<file path="src/design/asu_pkg.sv">
/*
  Constants, field layout and state types of the serial frame option
  and line error block. Assumes a 25 MHz system clock and a 32-bit
  Avalon-MM register port with word registers at index times four.
*/
// Functional notes
// - Idle bit counting starts after start bit when idle_count_type is 0, else after stop.
// - parity_on puts a parity bit in the character MSB; off means none generated or checked.
// - parity_kind 0 is even, 1 is odd, for generation and checking alike.
// - loop_select 0 is normal; loop with receiver_source 0 feeds transmitter into receiver.
// - loop_select and receiver_source both 1 give single-wire mode from transmit pin.
// - rx_edge_flag sets on falling receive edge, or rising when rx_polarity is 1.
// - Edge, bit-error and break flags clear by writing one; zero leaves them.
// - bit_error_value holds the sampled receive level at a mismatch.
// - With bit-error detection on, a sampled mismatch against transmitted bit sets bit_error_flag.
// - With break detect on, a received break sets break_detect_flag.
// - rx_edge_flag requests an interrupt only with rx_edge_irq_en set.
// - bit_error_flag requests an interrupt only with bit_error_irq_enable set.
// - break_detect_flag requests an interrupt only with break_detect_irq_enable set.
// - bit_error_sample_mode 00 disables bit-error detection.
// - Mode 01 samples the receive input at the ninth tick of each bit.
// - Mode 10 samples the receive input at the thirteenth tick of each bit.
// - break_detect_on switches break detection on or off.
// - Alternate registers are reachable only while alt_map_select is one.
// - Sixteen baud ticks make one bit period.
package asu_pkg;
  // Register indices; byte address is four times the index
  localparam logic [2:0] IDX_ALT_FLAGS = 3'h0;
  localparam logic [2:0] IDX_ALT_IRQ = 3'h1;
  localparam logic [2:0] IDX_ALT_FEAT = 3'h2;
  localparam logic [2:0] IDX_FRAME = 3'h2;
  localparam logic [2:0] IDX_CTRL = 3'h3;
  localparam logic [2:0] IDX_DATA = 3'h4;
  localparam logic [2:0] IDX_STAT = 3'h5;
  localparam logic [2:0] IDX_BAUD = 3'h6;
  // Field positions
  localparam int B_LOOP = 7;
  localparam int B_RECEIVER_SOURCE = 5;
  localparam int B_ILT = 2;
  localparam int B_PE = 1;
  localparam int B_PT = 0;
  localparam int B_EDGE = 7;
  localparam int B_BIT_ERROR_VALUE = 2;
  localparam int B_BERR = 1;
  localparam int B_BRK = 0;
  localparam int B_BKDON = 0;
  localparam int B_TXEN = 0;
  localparam int B_RXEN = 1;
  localparam int B_POL = 2;
  localparam int B_ALT_MAP_SELECT = 3;
  localparam int B_TXBUSY = 0;
  localparam int B_RXFULL = 1;
  localparam int B_PERR = 2;
  localparam int B_FERR = 3;
  localparam int B_IDLE = 4;
  // Reset values
  localparam logic [7:0] FRAME_RST = 8'h00;
  localparam logic [7:0] IEN_RST = 8'h00;
  localparam logic [2:0] FEAT_RST = 3'h0;
  localparam logic [3:0] CTRL_RST = 4'h0;
  localparam logic [15:0] BAUD_RST = 16'h0000;
  // Bit error sample modes
  localparam logic [1:0] BEM_OFF = 2'h0;
  localparam logic [1:0] BEM_T9 = 2'h1;
  localparam logic [1:0] BEM_T13 = 2'h2;
  // Tick timing, counted from zero
  localparam logic [3:0] TICK_LAST = 4'hF;
  localparam logic [3:0] TICK_9TH = 4'h8;
  localparam logic [3:0] TICK_13TH = 4'hC;
  localparam logic [3:0] TICK_MID = 4'h7;
  localparam logic [3:0] IDLE_BITS = 4'hA;
  localparam logic [2:0] LAST_BIT = 3'h7;

  typedef enum logic [3:0] {
    TX_IDLE = 4'h1,
    TX_START = 4'h2,
    TX_DATA = 4'h4,
    TX_STOP = 4'h8
  } asu_tx_t;

  typedef enum logic [3:0] {
    RX_IDLE = 4'h1,
    RX_START = 4'h2,
    RX_DATA = 4'h4,
    RX_STOP = 4'h8
  } asu_rx_t;

  typedef struct packed {
    logic [7:0] frame;
    logic [3:0] ctrl;
    logic [7:0] ien;
    logic [2:0] feat;
    logic edge_f;
    logic berr_f;
    logic bit_error_value;
    logic brk_f;
    logic [15:0] div;
    logic [15:0] dcnt;
    logic tick;
    asu_tx_t txs;
    logic [3:0] txt;
    logic [2:0] txb;
    logic [7:0] txsh;
    logic txd;
    logic txd_oe_n;
    asu_rx_t rxs;
    logic [3:0] rxt;
    logic [2:0] rxb;
    logic [7:0] rxsh;
    logic [7:0] rxd;
    logic rx_full;
    logic perr;
    logic ferr;
    logic idle_f;
    logic idle_done;
    logic [3:0] icnt;
    logic rx_prev;
    logic waitreq;
    logic [31:0] rdata;
    logic irq;
  } asu_state_t;
endpackage

</file>
<file path="src/design/asu_core.sv">
/*
  Serial transceiver core with frame options, loop and single-wire
  routing, receive edge, bit error and break detection, behind an
  Avalon-MM slave. Assumes all pins synchronous to clk_sys.
*/
`timescale 1ns/1ps
module asu_core
(
  // Clock and reset
  input wire logic clk_sys,
  input wire logic rst,
  // Avalon-MM slave
  input wire logic [4:0] avs_address,
  input wire logic avs_read,
  input wire logic avs_write,
  input wire logic [31:0] avs_writedata,
  input wire logic [3:0] avs_byteenable,
  output logic [31:0] avs_readdata,
  output logic avs_waitrequest,
  // Serial pins
  input wire logic rxd_i,
  input wire logic txd_i,
  output logic txd_o,
  output logic txd_oe_n,
  // Interrupt request
  output logic irq_req
);

  asu_pkg::asu_state_t s;
  asu_pkg::asu_state_t n;

  function automatic logic par_bit(input logic [6:0] d, input logic kind);
    par_bit = (^d) ^ kind;
  endfunction

  function automatic logic sample_hit(input logic [1:0] m, input logic [3:0] t);
    logic hit;
    hit = 1'b0;
    case (m)
      asu_pkg::BEM_T9: hit = (t == asu_pkg::TICK_9TH);
      asu_pkg::BEM_T13: hit = (t == asu_pkg::TICK_13TH);
      default: hit = 1'b0;
    endcase
    sample_hit = hit;
  endfunction

  logic [2:0] idx;
  logic alt_map_select;
  logic req;
  logic wr;
  logic rd;
  logic rx_route;
  logic rx_n;
  logic sample_bit;
  logic clr_edge;
  logic clr_berr;
  logic clr_brk;
  logic clr_idle;
  logic set_edge;
  logic set_berr;
  logic set_brk;
  logic set_idle;
  logic [31:0] rval;
  localparam logic [3:0] IDLE_BITS_C = asu_pkg::IDLE_BITS;

  always_comb
  begin
    n = s;
    idx = avs_address[4:2];
    alt_map_select = s.ctrl[asu_pkg::B_ALT_MAP_SELECT];
    req = avs_read | avs_write;
    wr = avs_write & ~s.waitreq & avs_byteenable[0];
    rd = avs_read & ~s.waitreq;
    clr_edge = 1'b0;
    clr_berr = 1'b0;
    clr_brk = 1'b0;
    clr_idle = 1'b0;
    set_edge = 1'b0;
    set_berr = 1'b0;
    set_brk = 1'b0;
    set_idle = 1'b0;
    sample_bit = 1'b0;
    rval = 32'h0000_0000;

    // Receive path routing
    if (!s.frame[asu_pkg::B_LOOP])
    begin
      rx_route = rxd_i;
    end
    else if (s.frame[asu_pkg::B_RECEIVER_SOURCE])
    begin
      rx_route = txd_i;
    end
    else
    begin
      rx_route = s.txd;
    end
    rx_n = rx_route ^ s.ctrl[asu_pkg::B_POL];
    n.rx_prev = rx_n;
    // Inverted polarity turns a rising edge into a falling one
    set_edge = s.rx_prev & ~rx_n;

    // Baud ticks, divisor clocks apart, sixteen per bit
    n.tick = 1'b0;
    if (s.div == 16'h0000)
    begin
      n.dcnt = 16'h0000;
    end
    else if (s.dcnt >= s.div)
    begin
      n.dcnt = 16'h0001;
      n.tick = 1'b1;
    end
    else
    begin
      n.dcnt = s.dcnt + 16'h0001;
    end

    // Bus handshake: read data latched first, commit a cycle later
    if (req && s.waitreq)
    begin
      n.waitreq = 1'b0;
      case (idx)
        asu_pkg::IDX_ALT_FLAGS:
          if (alt_map_select)
          begin
            rval[asu_pkg::B_EDGE] = s.edge_f;
            rval[asu_pkg::B_BIT_ERROR_VALUE] = s.bit_error_value;
            rval[asu_pkg::B_BERR] = s.berr_f;
            rval[asu_pkg::B_BRK] = s.brk_f;
          end
        asu_pkg::IDX_ALT_IRQ:
          if (alt_map_select)
          begin
            rval[7:0] = s.ien;
          end
        asu_pkg::IDX_FRAME:
          if (alt_map_select)
          begin
            rval[2:0] = s.feat;
          end
          else
          begin
            rval[7:0] = s.frame;
          end
        asu_pkg::IDX_CTRL: rval[3:0] = s.ctrl;
        asu_pkg::IDX_DATA: rval[7:0] = s.rxd;
        asu_pkg::IDX_STAT:
        begin
          rval[asu_pkg::B_TXBUSY] = (s.txs != asu_pkg::TX_IDLE);
          rval[asu_pkg::B_RXFULL] = s.rx_full;
          rval[asu_pkg::B_PERR] = s.perr;
          rval[asu_pkg::B_FERR] = s.ferr;
          rval[asu_pkg::B_IDLE] = s.idle_f;
        end
        asu_pkg::IDX_BAUD: rval[15:0] = s.div;
        default: rval = 32'h0000_0000;
      endcase
      n.rdata = rval;
    end
    else if (req)
    begin
      n.waitreq = 1'b1;
    end

    if (rd && idx == asu_pkg::IDX_DATA)
    begin
      n.rx_full = 1'b0;
    end

    if (wr)
    begin
      case (idx)
        asu_pkg::IDX_ALT_FLAGS:
          if (alt_map_select)
          begin
            clr_edge = avs_writedata[asu_pkg::B_EDGE];
            clr_berr = avs_writedata[asu_pkg::B_BERR];
            clr_brk = avs_writedata[asu_pkg::B_BRK];
          end
        asu_pkg::IDX_ALT_IRQ:
          if (alt_map_select)
          begin
            n.ien = avs_writedata[7:0] & 8'h83;
          end
        asu_pkg::IDX_FRAME:
          if (alt_map_select)
          begin
            n.feat = avs_writedata[2:0];
          end
          else
          begin
            n.frame = avs_writedata[7:0] & 8'hA7;
          end
        asu_pkg::IDX_CTRL: n.ctrl = avs_writedata[3:0];
        asu_pkg::IDX_DATA:
          if (s.ctrl[asu_pkg::B_TXEN] && s.txs == asu_pkg::TX_IDLE)
          begin
            n.txs = asu_pkg::TX_START;
            n.txt = 4'h0;
            n.txsh = avs_writedata[7:0];
            if (s.frame[asu_pkg::B_PE])
            begin
              n.txsh[7] = par_bit(avs_writedata[6:0], s.frame[asu_pkg::B_PT]);
            end
          end
        asu_pkg::IDX_STAT: clr_idle = avs_writedata[asu_pkg::B_IDLE];
        asu_pkg::IDX_BAUD:
          if (avs_byteenable[1])
          begin
            n.div = avs_writedata[15:0];
          end
          else
          begin
            n.div = {s.div[15:8], avs_writedata[7:0]};
          end
        default: n.div = s.div;
      endcase
    end

    // Transmitter
    if (s.tick && s.txs != asu_pkg::TX_IDLE)
    begin
      n.txt = s.txt + 4'h1;
      if (sample_hit(s.feat[2:1], s.txt) && rx_route != s.txd)
      begin
        set_berr = 1'b1;
        n.bit_error_value = rx_route;
      end
      if (s.txt == asu_pkg::TICK_LAST)
      begin
        case (s.txs)
          asu_pkg::TX_START:
          begin
            n.txs = asu_pkg::TX_DATA;
            n.txb = 3'h0;
          end
          asu_pkg::TX_DATA:
          begin
            n.txsh = {1'b1, s.txsh[7:1]};
            n.txb = s.txb + 3'h1;
            if (s.txb == asu_pkg::LAST_BIT)
            begin
              n.txs = asu_pkg::TX_STOP;
            end
          end
          default: n.txs = asu_pkg::TX_IDLE;
        endcase
      end
    end
    if (!s.ctrl[asu_pkg::B_TXEN] && s.txs == asu_pkg::TX_IDLE)
    begin
      n.txs = asu_pkg::TX_IDLE;
    end
    case (n.txs)
      asu_pkg::TX_START: n.txd = 1'b0;
      asu_pkg::TX_DATA: n.txd = n.txsh[0];
      default: n.txd = 1'b1;
    endcase
    // Single wire releases the shared pin between characters
    if (s.frame[asu_pkg::B_LOOP] && s.frame[asu_pkg::B_RECEIVER_SOURCE])
    begin
      n.txd_oe_n = ~(s.ctrl[asu_pkg::B_TXEN] && n.txs != asu_pkg::TX_IDLE);
    end
    else
    begin
      n.txd_oe_n = ~s.ctrl[asu_pkg::B_TXEN];
    end

    // Receiver, sampling each bit at mid-period
    if (s.tick)
    begin
      n.rxt = s.rxt + 4'h1;
      sample_bit = (s.rxt == asu_pkg::TICK_MID);
    end
    case (s.rxs)
      asu_pkg::RX_IDLE:
        if (s.ctrl[asu_pkg::B_RXEN] && set_edge)
        begin
          n.rxs = asu_pkg::RX_START;
          n.rxt = 4'h0;
          n.icnt = 4'h0;
          n.idle_done = 1'b0;
          sample_bit = 1'b0;
        end
      asu_pkg::RX_START:
        if (sample_bit && rx_n)
        begin
          n.rxs = asu_pkg::RX_IDLE;
        end
        else if (s.tick && s.rxt == asu_pkg::TICK_LAST)
        begin
          n.rxs = asu_pkg::RX_DATA;
          n.rxb = 3'h0;
        end
      asu_pkg::RX_DATA:
        if (sample_bit)
        begin
          n.rxsh = {rx_n, s.rxsh[7:1]};
        end
        else if (s.tick && s.rxt == asu_pkg::TICK_LAST)
        begin
          n.rxb = s.rxb + 3'h1;
          if (s.rxb == asu_pkg::LAST_BIT)
          begin
            n.rxs = asu_pkg::RX_STOP;
          end
        end
      asu_pkg::RX_STOP:
        if (sample_bit)
        begin
          n.rxs = asu_pkg::RX_IDLE;
          n.rxd = s.rxsh;
          n.rx_full = 1'b1;
          n.ferr = ~rx_n;
          n.perr = s.frame[asu_pkg::B_PE] &&
                   (par_bit(s.rxsh[6:0], s.frame[asu_pkg::B_PT]) != s.rxsh[7]);
          // All-zero character with a low stop bit is a break
          set_brk = s.feat[asu_pkg::B_BKDON] && !rx_n && s.rxsh == 8'h00;
        end
      default: n.rxs = asu_pkg::RX_IDLE;
    endcase

    // Idle counting; after-stop mode counts only once back in idle
    if (sample_bit && s.ctrl[asu_pkg::B_RXEN] && s.rxs != asu_pkg::RX_START)
    begin
      if (!rx_n)
      begin
        n.icnt = 4'h0;
      end
      else if (s.rxs == asu_pkg::RX_IDLE || !s.frame[asu_pkg::B_ILT])
      begin
        if (s.icnt != IDLE_BITS_C)
        begin
          n.icnt = s.icnt + 4'h1;
        end
        if (s.icnt + 4'h1 == asu_pkg::IDLE_BITS && !s.idle_done)
        begin
          set_idle = 1'b1;
          n.idle_done = 1'b1;
        end
      end
    end

    // Set wins over a clear in the same cycle
    n.edge_f = (s.edge_f & ~clr_edge) | set_edge;
    n.berr_f = (s.berr_f & ~clr_berr) | set_berr;
    n.brk_f = (s.brk_f & ~clr_brk) | set_brk;
    n.idle_f = (s.idle_f & ~clr_idle) | set_idle;
    n.irq = (n.edge_f & n.ien[asu_pkg::B_EDGE]) |
            (n.berr_f & n.ien[asu_pkg::B_BERR]) |
            (n.brk_f & n.ien[asu_pkg::B_BRK]);
  end

  always_ff @(posedge clk_sys or posedge rst)
  begin
    if (rst)
    begin
      s <= '0;
      s.frame <= asu_pkg::FRAME_RST;
      s.ctrl <= asu_pkg::CTRL_RST;
      s.ien <= asu_pkg::IEN_RST;
      s.feat <= asu_pkg::FEAT_RST;
      s.div <= asu_pkg::BAUD_RST;
      s.txs <= asu_pkg::TX_IDLE;
      s.rxs <= asu_pkg::RX_IDLE;
      s.txd <= 1'b1;
      s.txd_oe_n <= 1'b1;
      s.rx_prev <= 1'b1;
      s.waitreq <= 1'b1;
    end
    else
    begin
      s <= n;
    end
  end

  assign avs_readdata = s.rdata;
  assign avs_waitrequest = s.waitreq;
  assign txd_o = s.txd;
  assign txd_oe_n = s.txd_oe_n;
  assign irq_req = s.irq;

endmodule

</file>
<file path="config.mk">
export PLATFORM = sky130hd
export DESIGN_NAME = asu_core
export DESIGN_NICKNAME = d
export VERILOG_FILES = /design/src/design/asu_pkg.sv /design/src/design/asu_core.sv
export SDC_FILE = /design/constraint.sdc
export NUM_CORES = 1
export LEC_CHECK = 0
export ABC_AREA = 1
export BUFFER_PORTS_ARGS = -buffer_cell sky130_fd_sc_hd__buf_2
export CORE_MARGIN = 2
export CORE_UTILIZATION = 30
export CTS_CLUSTER_SIZE = 16
export DETAILED_ROUTE_END_ITERATION = 6
export GPL_ROUTABILITY_DRIVEN = 0
export SETUP_SLACK_MARGIN = 0.02
export SYNTH_ARGS = -nofsm -noshare
export SYNTH_HDL_FRONTEND = slang
export SYNTH_SLANG_ARGS = --single-unit
</file>
<file path="constraint.sdc">
create_clock -name clk_sys -period 6.2 [get_ports clk_sys]
set_input_delay 0.93 -clock clk_sys [delete_from_list [all_inputs] [get_ports clk_sys]]
set_output_delay 0.93 -clock clk_sys [all_outputs]
set_load 0.02 [all_outputs]
</file>
==> metrics.txt <==
total wire length 16.1 mm; leakage power total 0.00414 uW; Synth Cell Area 7110 um^2; number of synthesis warnings 0; status finished clean; WL/cell 13.0 um; placed cell area 7490 um^2; initial antenna violation count 0; via/cell ratio 4.48; commonest non-fill, non-tap cells in the layout nand2_1 (202), dfrtp_1 (122), inv_1 (113); starting DRC count in detailed routing 353; crit path DAT 1130 ps; delay-heaviest family, CP flip-flops; later-pin clock latency in the skew report 420 ps; worst vdd ir 0.000178 V; CP Class flip-flop to primary output; Num CTS Buffers 17; Hold/Removal Path Class flip-flop to flip-flop; CTS tree built; Logic pwr share 16.0%; Post-Route Utilization 34.5%; post-route design area 8070 um^2; pin count of the biggest net entering global routing 72; IO Port Bufs 46; post-CTS setup buffers 0; area share of and/or/nand/nor cells after synthesis 25.2%; sequential cell area fraction in the yosys report 45.1%; CP Max Fanout 4; WL met3 550 um; post-synthesis adder-cell area fraction 5.45%; period utilization 33.3%; Crit path buffers/inverters 1; first-pass GRT wire length 26.6 mm; Max Root-Sink Buffers 2; Detail Route Antenna Nets 0; setup_tns 0 ps; wl on met1 7.92 mm; dpl hpwl 11.8 mm; Synth Flop Type dfrtp_1; Synth async-reset ratio 100%; wire length on met2 7.35 mm; Clk pwr share 41.9%; final hold vios 0; slowest stage cell, crit path dfstp_2; die area 25000 um^2; delay of the slowest critical-path stage 550 ps; nets 981; Die X 158 um; worst rel slew slack 39.0%; gr ovfl total 0; sequential share of power 42.1%; num ports 83; Critical Path End Type primary output; # hold bufs at CTS 0; number of synthesized register bits 128; Initial Util 30.4%; layout cells sized above 1 13.9%; # resized after CTS 0; total power 2370 uW; Total GRT Usage 13.7%; proportion of synthesized area in mux cells 0%; die height 158 um; RSZ-0062 raised after global routing false; Post-Synthesis Cells 865; worst-path cell chain buf_2; synth unique cells 44; switching power 696 uW; startpoint types flip-flop; post-place setup slack 3610 ps; internal power 1670 uW; Post-Synth XOR/XNOR Area 3.57%; area growth from synthesis to layout 13.5%; MaxCap Viol Count 0; commonest non-fill, non-tap cell in the layout nand2_1; actual slew at the worst max-slew pin 915 ps; Synth Area in Compound Gates 9.50%; uppermost layer routed met4; Core Rows 56; Antenna Diode Count 0; switch share 29.4%; clk sinks 128; core area 23400 um^2; Tmin final 2060 ps; Final Max Slew Viols 0; vias in the first global route 5240; Mapped Avg Cell Area 8.22 um^2; Reg clk slew, reported paths 60 ps; DRC 0; H-tree level count 4; largest family of logic cells by synthesized area simple AND/OR/NAND/NOR gates; CP required 5270 ps; fmax 485 MHz; total number of vias 5526; worst clock skew 6.95 ps; final setup margin 4140 ps; drt first pass iters 5; number of synthesized flops with an enable pin 0; Root Buffer clkbuf_16; setup violators final 0; PwrDens 293 nW/um^2
routing by layer:
metal / up-vias / GRT usage [%]
met1: 2601 / 18.9
met4: 0 / 5.71
li1: 2815 / -
met2: 92 / 21.1
met5: - / 0
met3: 18 / 2.74
kinds of logic (layout without fill, tap and decap cells):
| group | count (synthesis) | after routing |
|---|---|---|
| xor+xnor | 29 | 29 |
| compound gates | 127 | 127 |
| other cells | 1 | 16 |
| buf+inv | 168 | 203 |
| simple gates | 381 | 381 |
| fa+ha+maj | 31 | 31 |
| flops | 128 | 128 |
worst min-delay path: stages, from the launching register on:
cell     delay [ps]
dfrtp_1         340
nand2_1          50
nand2_1          50
final timing paths:
kind / from / end / slack [ps] / cells past startpoint
max: txd_o / txd_o / 4140 / 1
min: avs_readdata[6] / avs_readdata[6] / 470 / 2
max reg2reg: s[104] / s[102] / 4260 / 6
min reg2reg: avs_readdata[6] / avs_readdata[6] / 470 / 2
max in group asynchronous: rst / s[101] / 4170 / 3
min in group asynchronous: rst / s[144] / 650 / 2
final cells by class:
cell class	instances	area [um^2]
inverters	125	474
flip-flops and latches	128	3210
fillers	2451	15300
clock buffers	19	433
repair buffers	47	238
multi-input cells	584	3170
well taps	319	399
clock inverters	12	144
metrics by stage:
stage	cells	hold WS [ps]
after floorplan	880	417
after global placement	1203	461
after detailed placement	1203	461
after CTS	1234	477
after global routing	1234	497
final	1234	470
synthesized netlist by cell type (2+ instances only):
cell type	instances	area, um^2
ha_1	31	388
nor3_1	9	45.0
dfrtp_1	122	3050
xor2_1	13	114
nor2_8	3	60.1
nand3_2	5	50.1
o211ai_1	2	15.0
xnor2_1	16	140
buf_2	3	15.0
buf_6	2	22.5
nand4_1	11	68.8
nand3_4	3	52.6
o21ai_0	71	355
nand3_1	51	255
o22ai_1	13	81.3
dfstp_2	6	158
o21ai_1	6	30.0
nand2_1	202	758
nor2_4	7	78.8
or2_2	3	18.8
inv_2	9	33.8
nand4_2	2	25.0
nor4_1	5	31.3
inv_1	114	428
buf_4	36	270
nand2_2	5	31.3
a31oi_1	2	12.5
clkbuf_1	2	7.51
a21oi_1	28	140
nor3_2	2	20.0
nor2_1	67	251
nand2_4	2	22.5
registers in the layout, indices dropped and copies added, names as in the netlist:
register	cells
alt_map_select	1
txd_oe_n	1
s	107
irq_req	1
txd_o	1
avs_waitrequest	1
avs_readdata	16
power groups by stage:
stage | combinational, uW | clock (uW) | sequential (uW)
detailed placement | 380 | 0 | 1010
global route | 433 | 1050 | 1010
finish | 379 | 991 | 997
global placement | 372 | 0 | 1010
floorplan | 305 | 0 | 989
CTS | 384 | 1010 | 996
Power figures use the tool's default switching activity.
